==> src/design/frc_pkg.sv <==
// Package for the floppy read command protocol block.
// Assumes an APB master and a disk side that streams sector bytes with valid/ready.
package frc_pkg;
	// Register byte offsets
	localparam logic [7:0] OFF_CMD = 8'h00; // Command byte write
	localparam logic [7:0] OFF_RESULT = 8'h04; // Result byte read
	localparam logic [7:0] OFF_STATUS = 8'h08; // Phase and flags
	localparam logic [7:0] OFF_DATA = 8'h0C; // Sector data read
	localparam logic [7:0] OFF_CONFIG = 8'h10; // Lock, queue, precomp, write gate
	localparam logic [7:0] OFF_SOFTRST = 8'h14; // Software reset strobe
	localparam logic [7:0] OFF_IRQ_STAT = 8'h18; // Sticky event bits
	localparam logic [7:0] OFF_IRQ_CLR = 8'h1C; // Write one to clear
	localparam logic [7:0] OFF_IRQ_EN = 8'h20; // Interrupt enable
	// Opcode fields
	localparam logic [4:0] OPC_READ = 5'h06; // Read sector, bits 4..0
	localparam logic [4:0] OPC_READ_DEL = 5'h0C; // Read deleted sector
	localparam int BIT_MT = 7; // Multitrack flag position
	localparam int BIT_DD = 6; // Double-density position
	localparam int BIT_SK = 5; // Skip flag position
	localparam int BIT_HEAD = 2; // Head select position
	// Sequence lengths
	localparam logic [3:0] CMD_BYTES = 4'h9; // Command phase byte count
	localparam logic [2:0] RES_BYTES = 3'h7; // Result phase byte count
	// Defaults after reset
	localparam logic [7:0] CFG_DEFAULT_THR = 8'h00; // Queue threshold default
	localparam logic [7:0] CFG_DEFAULT_PRECOMP_START_TRACK = 8'h00; // Precomp track default
	localparam logic [8:0] CYL_MAX = 9'h100; // Highest cylinder, 256
	// Status bits in the three status bytes
	localparam logic [7:0] ST0_ABNORMAL = 8'h40; // Abnormal termination
	localparam logic [7:0] ST0_INVALID = 8'h80; // Invalid command
	localparam logic [7:0] ST1_END_CYL = 8'h80; // Ran past the last sector
	localparam logic [7:0] ST2_CTRL_MARK = 8'h40; // Deleted mark seen

	typedef enum logic [1:0] {PH_COMMAND, PH_EXECUTE, PH_RESULT} frc_phase_type;

	// Sector byte arriving from the disk side
	typedef struct packed {
		logic valid; // Byte present
		logic [7:0] data; // Byte value
		logic deleted; // Sector carries deleted-data mark
		logic last; // Last byte of the sector
	} frc_disk_byte_type;

	// Sector request toward the disk side
	typedef struct packed {
		logic start; // One-cycle request pulse
		logic [1:0] drive; // Drive number
		logic head; // Head
		logic [8:0] cylinder; // Cylinder 0..256
		logic [7:0] record; // Sector number
		logic [7:0] size_code; // Sector size code
		logic double_density; // Encoding
	} frc_disk_req_type;

	// Settings kept across software reset when locked
	typedef struct packed {
		logic lock; // Keep settings through soft reset
		logic queue_enable_setting; // Queue enable
		logic [3:0] queue_threshold_setting; // Queue threshold
		logic [7:0] precomp_start_track; // Precomp start track
		logic write_gate_timing; // Write-enable timing select
	} frc_config_type;
endpackage : frc_pkg

==> src/design/frc_read_cmd.sv <==
// Floppy read command interpreter: command, execution and result phases.
// Assumes an APB master and a disk side that answers sector requests with a byte stream.
`timescale 1ns/1ps

// What this block does
// - Read commands pass command, execute, result phases; unknown opcodes skip execute
// - Status bytes readable after operation ends
// - Cylinder covers positions 0 to 256
// - Lock keeps queue, precomp settings
// - Skip flag passes deleted-mark sectors
// - Size code sets bytes per sector
// - Execution moves sector data to host
// - Result returns seven bytes in order
// - Programmable precompensation start track held
// - Write gate setting held and passed to the data path
module frc_read_cmd (
	input wire logic pclk, // Bus clock, 100 MHz
	input wire logic presetn, // Asynchronous reset, active low
	input wire logic psel, // APB select
	input wire logic penable, // APB access phase
	input wire logic pwrite, // APB direction
	input wire logic [7:0] paddr, // APB byte address
	input wire logic [31:0] pwdata, // APB write data
	output logic [31:0] prdata, // APB read data
	output logic pready, // APB ready
	output logic pslverr, // APB error
	input wire frc_pkg::frc_disk_byte_type disk_in, // Sector byte stream
	output logic disk_in_ready, // Accepting a sector byte
	output frc_pkg::frc_disk_req_type disk_req, // Sector request
	output frc_pkg::frc_config_type config_out, // Settings to the data path
	output logic irq // Level interrupt
);

	// Whole state of the block
	typedef struct packed {
		frc_pkg::frc_phase_type phase; // Current phase
		logic [3:0] cmd_idx; // Command byte counter
		logic [7:0] opcode; // Opcode byte
		logic [7:0] select; // Drive and head byte
		logic [8:0] cyl; // Cylinder
		logic [7:0] head; // Head byte
		logic [7:0] record; // Record number
		logic [7:0] size_code; // Sector size code
		logic [7:0] last_sector_of_track; // Last sector
		logic [7:0] gap_length; // Gap length
		logic [7:0] data_length; // Data length
		logic waiting; // Sector requested, bytes not yet done
		logic [15:0] byte_cnt; // Bytes left in sector
		logic [7:0] data_buf; // Byte held for host
		logic data_full; // Byte held
		logic sector_deleted; // Current sector deleted
		logic [7:0] st0; // Status byte zero
		logic [7:0] st1; // Status byte one
		logic [7:0] st2; // Status byte two
		logic [2:0] res_idx; // Result byte counter
		frc_pkg::frc_config_type cfg; // Settings
		logic [2:0] irq_stat; // Sticky events
		logic [2:0] irq_en; // Event enables
		logic [31:0] prdata; // Read data
		logic pready; // Ready
		logic pslverr; // Error
		frc_pkg::frc_disk_req_type req; // Request
		logic in_ready; // Stream ready
		logic irq; // Interrupt
	} frc_state_type;

	// Present and next state
	frc_state_type cur;
	frc_state_type next_cur;

	logic setup; // Setup cycle of an APB transfer
	logic wr_cmd; // Command byte written
	logic rd_res; // Result byte read
	logic rd_dat; // Data byte read
	logic take_byte; // Stream byte accepted
	logic [2:0] ev; // Events this cycle
	logic [7:0] res_byte; // Result byte selected
	logic [15:0] sec_len; // Sector length from size code
	logic is_read; // Valid read opcode

	// Every access is decoded in its setup cycle, so side effects happen once
	assign setup = psel && !penable;
	// Command byte strobe
	assign wr_cmd = setup && pwrite && paddr == frc_pkg::OFF_CMD;
	// Result read advances the result pointer
	assign rd_res = setup && !pwrite && paddr == frc_pkg::OFF_RESULT;
	// Data read frees the holding stage
	assign rd_dat = setup && !pwrite && paddr == frc_pkg::OFF_DATA;
	// Stream handshake with the disk side
	assign take_byte = cur.in_ready && disk_in.valid;

	// size code length
	// Data length only applies to size code zero, as on classic parts
	assign sec_len = (cur.size_code == 8'h00) ? {8'h00, cur.data_length}
		: (16'h0080 << cur.size_code[2:0]);
	assign is_read = cur.opcode[4:0] == frc_pkg::OPC_READ
		|| cur.opcode[4:0] == frc_pkg::OPC_READ_DEL;

	always_comb begin
		unique case (cur.res_idx)
			3'h0: res_byte = cur.st0;
			3'h1: res_byte = cur.st1;
			3'h2: res_byte = cur.st2;
			3'h3: res_byte = cur.cyl[7:0];
			3'h4: res_byte = cur.head;
			3'h5: res_byte = cur.record;
			// Seventh byte: size code
			default: res_byte = cur.size_code;
		endcase
	end

	// Next state of the whole block
	always_comb begin
		next_cur = cur;
		ev = 3'h0;
		// Bus answer and request strobes last one cycle
		next_cur.pready = 1'b0;
		next_cur.pslverr = 1'b0;
		next_cur.req.start = 1'b0;
		// APB answers one cycle after setup
		if (setup) begin
			next_cur.pready = 1'b1;
			// Read data is zero unless a register below fills it
			next_cur.prdata = 32'h0000_0000;
		end
		// Register reads
		if (setup && !pwrite) begin
			unique case (paddr)
				frc_pkg::OFF_RESULT: next_cur.prdata = {24'h0, res_byte};
				frc_pkg::OFF_STATUS: next_cur.prdata = {26'h0, cur.data_full,
					cur.waiting, 2'h0, cur.phase};
				frc_pkg::OFF_DATA: next_cur.prdata = {24'h0, cur.data_buf};
				frc_pkg::OFF_CONFIG: next_cur.prdata = {17'h0, cur.cfg};
				frc_pkg::OFF_IRQ_STAT: next_cur.prdata = {29'h0, cur.irq_stat};
				frc_pkg::OFF_IRQ_EN: next_cur.prdata = {29'h0, cur.irq_en};
				// Write-only registers read back as zero
				frc_pkg::OFF_CMD, frc_pkg::OFF_SOFTRST, frc_pkg::OFF_IRQ_CLR: ;
				// Unmapped or misaligned address
				default: next_cur.pslverr = 1'b1;
			endcase
		end
		// Register writes other than command bytes
		if (setup && pwrite) begin
			unique case (paddr)
				frc_pkg::OFF_CONFIG: next_cur.cfg = pwdata[14:0];
				frc_pkg::OFF_IRQ_CLR: next_cur.irq_stat = cur.irq_stat & ~pwdata[2:0];
				frc_pkg::OFF_IRQ_EN: next_cur.irq_en = pwdata[2:0];
				frc_pkg::OFF_SOFTRST: begin
					// Soft reset abandons the command in flight
					next_cur.phase = frc_pkg::PH_COMMAND;
					next_cur.cmd_idx = 4'h0;
					next_cur.waiting = 1'b0;
					next_cur.data_full = 1'b0;
					next_cur.in_ready = 1'b0;
					if (!cur.cfg.lock) begin
						next_cur.cfg.queue_enable_setting = 1'b0;
						next_cur.cfg.queue_threshold_setting = frc_pkg::CFG_DEFAULT_THR[3:0];
						next_cur.cfg.precomp_start_track = frc_pkg::CFG_DEFAULT_PRECOMP_START_TRACK;
					end
				end
				// Command bytes are handled by the phase logic below
				frc_pkg::OFF_CMD: ;
				// Writes to read-only registers are dropped without an error
				frc_pkg::OFF_RESULT, frc_pkg::OFF_STATUS, frc_pkg::OFF_DATA: ;
				frc_pkg::OFF_IRQ_STAT: ;
				// Unmapped or misaligned address
				default: next_cur.pslverr = 1'b1;
			endcase
		end
		// Host drains the held byte in any phase; the last byte of a
		// command is read after the result phase has begun, so clearing
		// only during execution would stall the next command for good
		if (rd_dat) begin
			next_cur.data_full = 1'b0;
		end
		unique case (cur.phase)
			frc_pkg::PH_COMMAND: begin
				if (wr_cmd) begin
					unique case (cur.cmd_idx)
						// Opcode with its multitrack, density and skip flags
						4'h0: next_cur.opcode = pwdata[7:0];
						4'h1: next_cur.select = pwdata[7:0];
						4'h2: next_cur.cyl = {1'b0, pwdata[7:0]};
						// Head, record and size kept as written
						4'h3: next_cur.head = pwdata[7:0];
						4'h4: next_cur.record = pwdata[7:0];
						4'h5: next_cur.size_code = pwdata[7:0];
						4'h6: next_cur.last_sector_of_track = pwdata[7:0];
						4'h7: next_cur.gap_length = pwdata[7:0];
						// Ninth byte: data length, used when size code is zero
						default: next_cur.data_length = pwdata[7:0];
					endcase
					next_cur.cmd_idx = cur.cmd_idx + 4'h1;
					// Unknown opcode goes straight to the seven-byte result phase
					if (cur.cmd_idx == 4'h0 && pwdata[4:0] != frc_pkg::OPC_READ
						&& pwdata[4:0] != frc_pkg::OPC_READ_DEL) begin
						next_cur.st0 = frc_pkg::ST0_INVALID;
						next_cur.st1 = 8'h00;
						next_cur.st2 = 8'h00;
						next_cur.res_idx = 3'h0;
						next_cur.phase = frc_pkg::PH_RESULT;
						ev[0] = 1'b1;
					end
				end
				// All nine bytes in: start execution
				if (cur.cmd_idx == frc_pkg::CMD_BYTES && is_read) begin
					next_cur.phase = frc_pkg::PH_EXECUTE;
					// A byte left over from an abandoned command must not block the stream
					next_cur.data_full = 1'b0;
					next_cur.st0 = {5'h00, cur.select[frc_pkg::BIT_HEAD], cur.select[1:0]};
					next_cur.st1 = 8'h00;
					next_cur.st2 = 8'h00;
					next_cur.cmd_idx = 4'h0;
				end
			end
			frc_pkg::PH_EXECUTE: begin
				if (!cur.waiting) begin
					next_cur.req.start = 1'b1;
					next_cur.req.drive = cur.select[1:0];
					next_cur.req.head = cur.select[frc_pkg::BIT_HEAD];
					next_cur.req.cylinder = cur.cyl;
					next_cur.req.record = cur.record;
					next_cur.req.size_code = cur.size_code;
					next_cur.req.double_density = cur.opcode[frc_pkg::BIT_DD];
					// Wait for the sector, counting its expected length
					next_cur.waiting = 1'b1;
					next_cur.in_ready = 1'b1;
					next_cur.byte_cnt = sec_len;
					next_cur.sector_deleted = 1'b0;
				end else begin
					// Stream byte accepted while the holding stage is empty
					if (take_byte) begin
						next_cur.sector_deleted = disk_in.deleted;
						if (!(cur.opcode[frc_pkg::BIT_SK] && disk_in.deleted)
							&& cur.byte_cnt != 16'h0000) begin
							next_cur.data_buf = disk_in.data;
							next_cur.data_full = 1'b1;
							next_cur.byte_cnt = cur.byte_cnt - 16'h0001;
							ev[1] = 1'b1;
						end
						// Deleted mark is reported even when its bytes are skipped
						if (disk_in.deleted) begin
							next_cur.st2 = cur.st2 | frc_pkg::ST2_CTRL_MARK;
						end
						// One byte per handshake; ready returns once the stage drains
						next_cur.in_ready = 1'b0;
					end else if (cur.waiting && !cur.in_ready && !next_cur.data_full) begin
						// Stage empty again: take the next byte, skipped ones too,
						// so a deleted sector still runs on to its last byte
						next_cur.in_ready = 1'b1;
					end
					// Sector end: advance record, head or finish
					if (take_byte && disk_in.last) begin
						next_cur.waiting = 1'b0;
						next_cur.in_ready = 1'b0;
						if (cur.record == cur.last_sector_of_track) begin
							if (cur.opcode[frc_pkg::BIT_MT] && !cur.select[frc_pkg::BIT_HEAD]) begin
								next_cur.select[frc_pkg::BIT_HEAD] = 1'b1;
								next_cur.head = 8'h01;
								next_cur.record = 8'h01;
							end else begin
								// No further head: step the cylinder and close with end status
								next_cur.record = 8'h01;
								next_cur.head = {7'h00, cur.opcode[frc_pkg::BIT_MT] ? 1'b0 : cur.head[0]};
								// Cylinder saturates at the top of its range
								if (cur.cyl != frc_pkg::CYL_MAX) begin
									next_cur.cyl = cur.cyl + 9'h001;
								end
								next_cur.st0 = cur.st0 | frc_pkg::ST0_ABNORMAL;
								next_cur.st1 = frc_pkg::ST1_END_CYL;
								next_cur.res_idx = 3'h0;
								next_cur.phase = frc_pkg::PH_RESULT;
								ev[0] = 1'b1;
							end
						end else begin
							// Next record on the same track
							next_cur.record = cur.record + 8'h01;
						end
					end
				end
			end
			frc_pkg::PH_RESULT: begin
				if (rd_res) begin
					// Seventh read returns to the command phase
					if (cur.res_idx == frc_pkg::RES_BYTES - 3'h1) begin
						next_cur.phase = frc_pkg::PH_COMMAND;
						next_cur.cmd_idx = 4'h0;
						ev[2] = 1'b1;
					end else begin
						next_cur.res_idx = cur.res_idx + 3'h1;
					end
				end
			end
			// Unused phase code: return to a clean command phase
			default: begin
				next_cur.phase = frc_pkg::PH_COMMAND;
				next_cur.cmd_idx = 4'h0;
			end
		endcase
		// Sticky events, set wins over clear
		next_cur.irq_stat = next_cur.irq_stat | ev;
		// Stream stalls while a byte is held for the host
		next_cur.in_ready = next_cur.in_ready && !next_cur.data_full;
		// Level interrupt, registered so the pin comes from a flip-flop
		next_cur.irq = |(next_cur.irq_stat & next_cur.irq_en);
	end

	// State register
	always_ff @(posedge pclk or negedge presetn) begin
		if (!presetn) begin
			// Settings return to zero too; only soft reset honours the lock
			cur <= '0;
		end else begin
			cur <= next_cur;
		end
	end

	// Outputs taken straight from the state register
	assign prdata = cur.prdata;
	assign pready = cur.pready;
	assign pslverr = cur.pslverr;
	assign disk_req = cur.req;
	assign disk_in_ready = cur.in_ready;
	assign config_out = cur.cfg;
	assign irq = cur.irq;

endmodule : frc_read_cmd

==> config.mk <==
export PLATFORM = sky130hd
export DESIGN_NAME = frc_read_cmd
export DESIGN_NICKNAME = d
export VERILOG_FILES = /design/src/design/frc_pkg.sv /design/src/design/frc_read_cmd.sv
export SDC_FILE = /design/constraint.sdc
export NUM_CORES = 1
export LEC_CHECK = 0
export BUFFER_PORTS_ARGS = -buffer_cell sky130_fd_sc_hd__buf_2
export CORE_UTILIZATION = 62
export CTS_CLUSTER_DIAMETER = 150
export DETAILED_ROUTE_END_ITERATION = 6
export PLACE_DENSITY = 0.9
export SLEW_MARGIN = 20
export SYNTH_ARGS = -nofsm -noshare
export SYNTH_HDL_FRONTEND = slang
export SYNTH_SLANG_ARGS = --single-unit
export TNS_END_PERCENT = 1
==> constraint.sdc <==
create_clock -name pclk -period 4.3 [get_ports pclk]
set_input_delay 0 -clock pclk [delete_from_list [all_inputs] [get_ports pclk]]
set_output_delay 0 -clock pclk [all_outputs]
set_load 0.02 [all_outputs]
Word level (Yosys, flattened, before mapping):

Cells that the tools add are included.

* register bits after elaboration: 219
* bits of input ports: 56
* word-level logic and storage cells: 266

* add/subtract/negate cells: 5
* equal/unequal tests: 52
* shift operators: 1
* multiplexer cells: 100
* bitwise gates (word level): 7
* reductions and logical operators: 59

Operators with widths (count)
* $pmux 32 s6: 1
* $mux 25: 4
* $mux 27: 3
* $mux 79: 1
* $mux 8: 9
* $pmux 25 s2: 1
* $pmux 24 s2: 1
* $pmux 8 s6: 1
* $mux 15: 3
* $mux 9: 5
* $mux 6: 6
* $mux 17: 2
* $mux 1: 33
* $mux 33: 1
* $eq 8x5->1 const B: 4
* $mux 32: 1
* $mux 31: 1
* $mux 30: 1
* $mux 26: 1
* $ne 2x2->1 const B: 13
* $pmux 13 s2: 1
* $mux 24: 1
* $reduce_and 3->1: 8
* $mux 3: 7
* other kinds (58): 115

Longest topological paths before layout:

* depth in word-level cells: 13
* mapped depth: 10

Worst setup path after synthesis:

No wires, ideal clock.

* path type: reg2reg
* start: reg cur[89] (netlist bit)
* end: reg cur, in the netlist prdata[2]
* arrival time: 2.165 ns
* slack: 2.051 ns
* stages on the path, launching flop included: 11
* buffers on the path: 3
* clock period less this slack: 2.249 ns
* cell sequence: dfrtp_1 clkbuf_1 clkbuf_1 inv_1 ha_1 clkbuf_1 nor3_1 and2_0 a21boi_0 o221a_2 o21ai_0

RTL lines
* start, declared: line frc_read_cmd.sv:68 `frc_state_type cur;`
* start signal, assigned: line frc_read_cmd.sv:314 `cur <= next_cur;`

Worst setup path in the final report:

* start: reg cur[174] (netlist bit)
* end: reg cur[194] (netlist bit)

* longest elaborated chain between the ends: 3

Ends and longest elaborated chain
* $eq 8x8->1: line frc_read_cmd.sv:256 `if (cur.record == cur.last_sector_of_track) begin`
* $ne 2x2->1 (no source line)
* $reduce_and 8->1 (no source line)

Every way passes these cells.
A chain may end at the register's enable or synchronous reset.

==> impl_metrics.toml <==
[die]
die_w_um = 127
core.rowCount = 45
die_height_um = 127
top_level_ports = 137
core_area_sq_um = 15300
die_area_sq_um = 16200
effective_utilization_at_floorplan_pct = 63.8

[hold_path]
whs_path_depth = 4
hold_crit_class = "input port to flop"
min_from = "pwrite"
hold_path_end = "prdata[2]"

[finish]
drive_above_1_share_pct = 23.4
diodes = 0
synthToLayoutAreaGrowth_pct = 10.9
layout.nets = 1074
nFillCells = 1059
final_core_utilization_pct = 70.8
most_common_cell_after_layout_fill_and_taps_aside = "sky130_fd_sc_hd__dfrtp_1"
mostFrequentLayoutCells = "sky130_fd_sc_hd__dfrtp_1, sky130_fd_sc_hd__buf_2, sky130_fd_sc_hd__nand2_1"

[timing]
worst_slew_pin_slew_ns = 1.11
fin_crit_sh_pct = 74.5
final_max_slew_viol_count = 0
final.hold.worst_slack_ns = 0.0177
setup_total_negative_slack_ns = 0
fin_worst_skew_ns = 0.00810
rsz0062_at_grt = "no"
report.final.hold_viol_count = 0
period_needed_ns = 3.20
setup_violations = 0
clock.fmax_ghz = 0.312
slew-limit-headroom_pct = 25.6

[logic_synthesis]
syn-mean-instance-area_sq_um = 10.2
total_number_of_yosys_warnings = 0
synth-seq-area-share_pct = 48.3
synth.ff_latch_count = 188
synth-main-ff-cell = "sky130_fd_sc_hd__dfrtp_1"
synthesis.instances = 955
syn_area_sq_um = 9740
synth_async_sr_flop_share_pct = 100
synth_enable_flop_cells = 0
synth.distinct_cells = 83
synth_fp_nets = 1025

[route]
met1_length_mm = 10.1
vias = 7944
final_antenna_net_count = 0
wl_mm = 26.0
initialDrtViolationCount = 1074
detail_route.first_pass.iterations = 7
route.detailed.drc = 10
topRoutingLayerUsed = "met4"
wl_met3_mm = 2.50
post_drt_wl_per_cell_um = 21.2
dr_wl_met2_mm = 12.2
average_vias_per_placed_instance = 6.47

[global_routing]
global_route.usage.total_pct = 32.8
grt_pass1_vias = 7508
grt_max_degree = 104
grt_antenna_before_repair = 0
first_pass_grt_wire_length_mm = 40.4
gr-total-overflow = 0

[outcome]
failing_checks = "DRC"
outcome = "finished with violations"

[power]
static-leakage-power_uw = 0.00531
worst_ir_drop_vdd_uv = 295
cellPowerDensity_nw_per_um2 = 335

[setup_path]
rrSetupSlack_ns = 1.10
rr_worst_depth = 6
worst_setup_path_end_kind = "flop"
timing.rr.start = "cur[174]"
timing.rr.end = "cur[194]"
top_fanout_value_on_the_critical_path = 14
cp.arrival_ns = 3.52
startpoint_type = "flop"
worst-setup-path-type = "flop to flop"
critical_path_required_ns = 4.62

[placement]
dp_hpwl_mm = 17.2
port_buffers = 119
place.gp.congestion = 1.00

[clock_network]
cts_buffers = 17
clkTransAtPathRegs_ns = 0.07
clock_tree.root_cell = "sky130_fd_sc_hd__clkbuf_16"
insertion_delay_ns = 0.44
tritoncts = "done"
post_cts.resized_instances = 0
cts_buffer_depth = 2
cts_max_level = 4
numClockSinks = 188

[job]
cap_violations = 0
synthesized netlist by cell type, drive strengths merged, types with 7 or more instances:
cell type | n | share of area [%]
dfrtp | 188 | 48
nand2 | 114 | 4.4
buf | 86 | 6.4
mux2 | 56 | 6.5
o21ai | 46 | 2.4
clkbuf | 39 | 1.5
nor2 | 37 | 1.5
inv | 36 | 1.4
a22o | 33 | 3.0
a21oi | 28 | 1.6
and2 | 28 | 1.8
nand3 | 22 | 1.1
nor3 | 18 | 1.0
nor4 | 16 | 1.1
ha | 14 | 1.8
o22ai | 12 | 0.77
a221oi | 11 | 0.99
mux2i | 9 | 0.92
nor2b | 9 | 0.58
xor2 | 9 | 0.81
nand2b | 8 | 0.51
nand4 | 8 | 0.51
or3 | 8 | 0.57
a31oi | 7 | 0.45
cell families (layout without fill, tap and decap cells):
logic type	after synthesis	after routing	share of synthesized area, %
buffers and inverters	161	222	9.34
AND/OR/NAND/NOR	301	301	16.0
flip-flops	188	188	48.3
adder cells (fa/ha/maj)	14	14	1.80
XOR/XNOR	11	11	0.989
multiplexers	65	65	7.40
AO/OA/AOI/OAI	215	215	16.2
worst max path at each step:
stage | start | endpoint | slack, ns | cells after the start
floorplan | cur[89] | prdata[2] | 2.05 | 10
detailed placement | cur[174] | cur[195] | 1.34 | 6
global route | cur[176] | cur[194] | 0.95 | 6
global placement | cur[174] | cur[194] | 1.41 | 6
CTS | cur[174] | cur[194] | 1.20 | 6
finish | cur[174] | cur[194] | 1.10 | 6
layer usage:
layer / vias to the layer above / track usage (%)
li1: 3482 / -
met1: 3827 / 42.8
met2: 524 / 51.6
met3: 111 / 6.45
met4: 0 / 19.0
met5: - / 0
sequential cells by signal, indices dropped and copies added, names as in the netlist:
signal         count
irq                1
prdata            32
disk_req          30
pslverr            1
pready             1
config_out        15
disk_in_ready      1
cur              107
through the flow:
step,power (uW),cells,area [sq um],setup WS (ns)
final,3620,1227,10800,1.10
after CTS,3620,1227,10800,1.20
after global placement,1950,1170,9920,1.41
after global routing,3710,1227,10800,0.954
after floorplan,1870,955,9740,2.05
after detailed placement,1950,1170,9920,1.34
report_power, final:
group | switching (uW) | total, uW | internal [uW]
sequential | 7.87 | 1780 | 1780
clock | 701 | 1680 | 980
combinational | 105 | 156 | 51.8
worst max-delay path, stage by stage (launching register included):
cell                      delay (ns)
sky130_fd_sc_hd__dfrtp_1        0.49
sky130_fd_sc_hd__xor2_1         0.19
sky130_fd_sc_hd__nor4_1         0.77
sky130_fd_sc_hd__a21oi_2        0.38
sky130_fd_sc_hd__buf_4          0.30
sky130_fd_sc_hd__or3_1          0.52
sky130_fd_sc_hd__o32a_1         0.42
layout make-up:
type                            instances  area, sq um  share of cell area (%)
Timing Repair Buffer                  155          940                    8.70
Sequential cell                       188         4700                    43.5
Tap cell                              211          264                    2.44
Inverter                               36          135                    1.25
Multi-Input combinational cell        606         4140                    38.3
Clock buffer                           19          433                    4.01
Clock inverter                         12          188                    1.74
timing repair:
action | in CTS | in global routing
setup buffers | 0 | 0
hold endpoints to repair | 136 | 0
hold buffers | 26 | 0
Note: power is estimated with default switching activity, not from simulation.
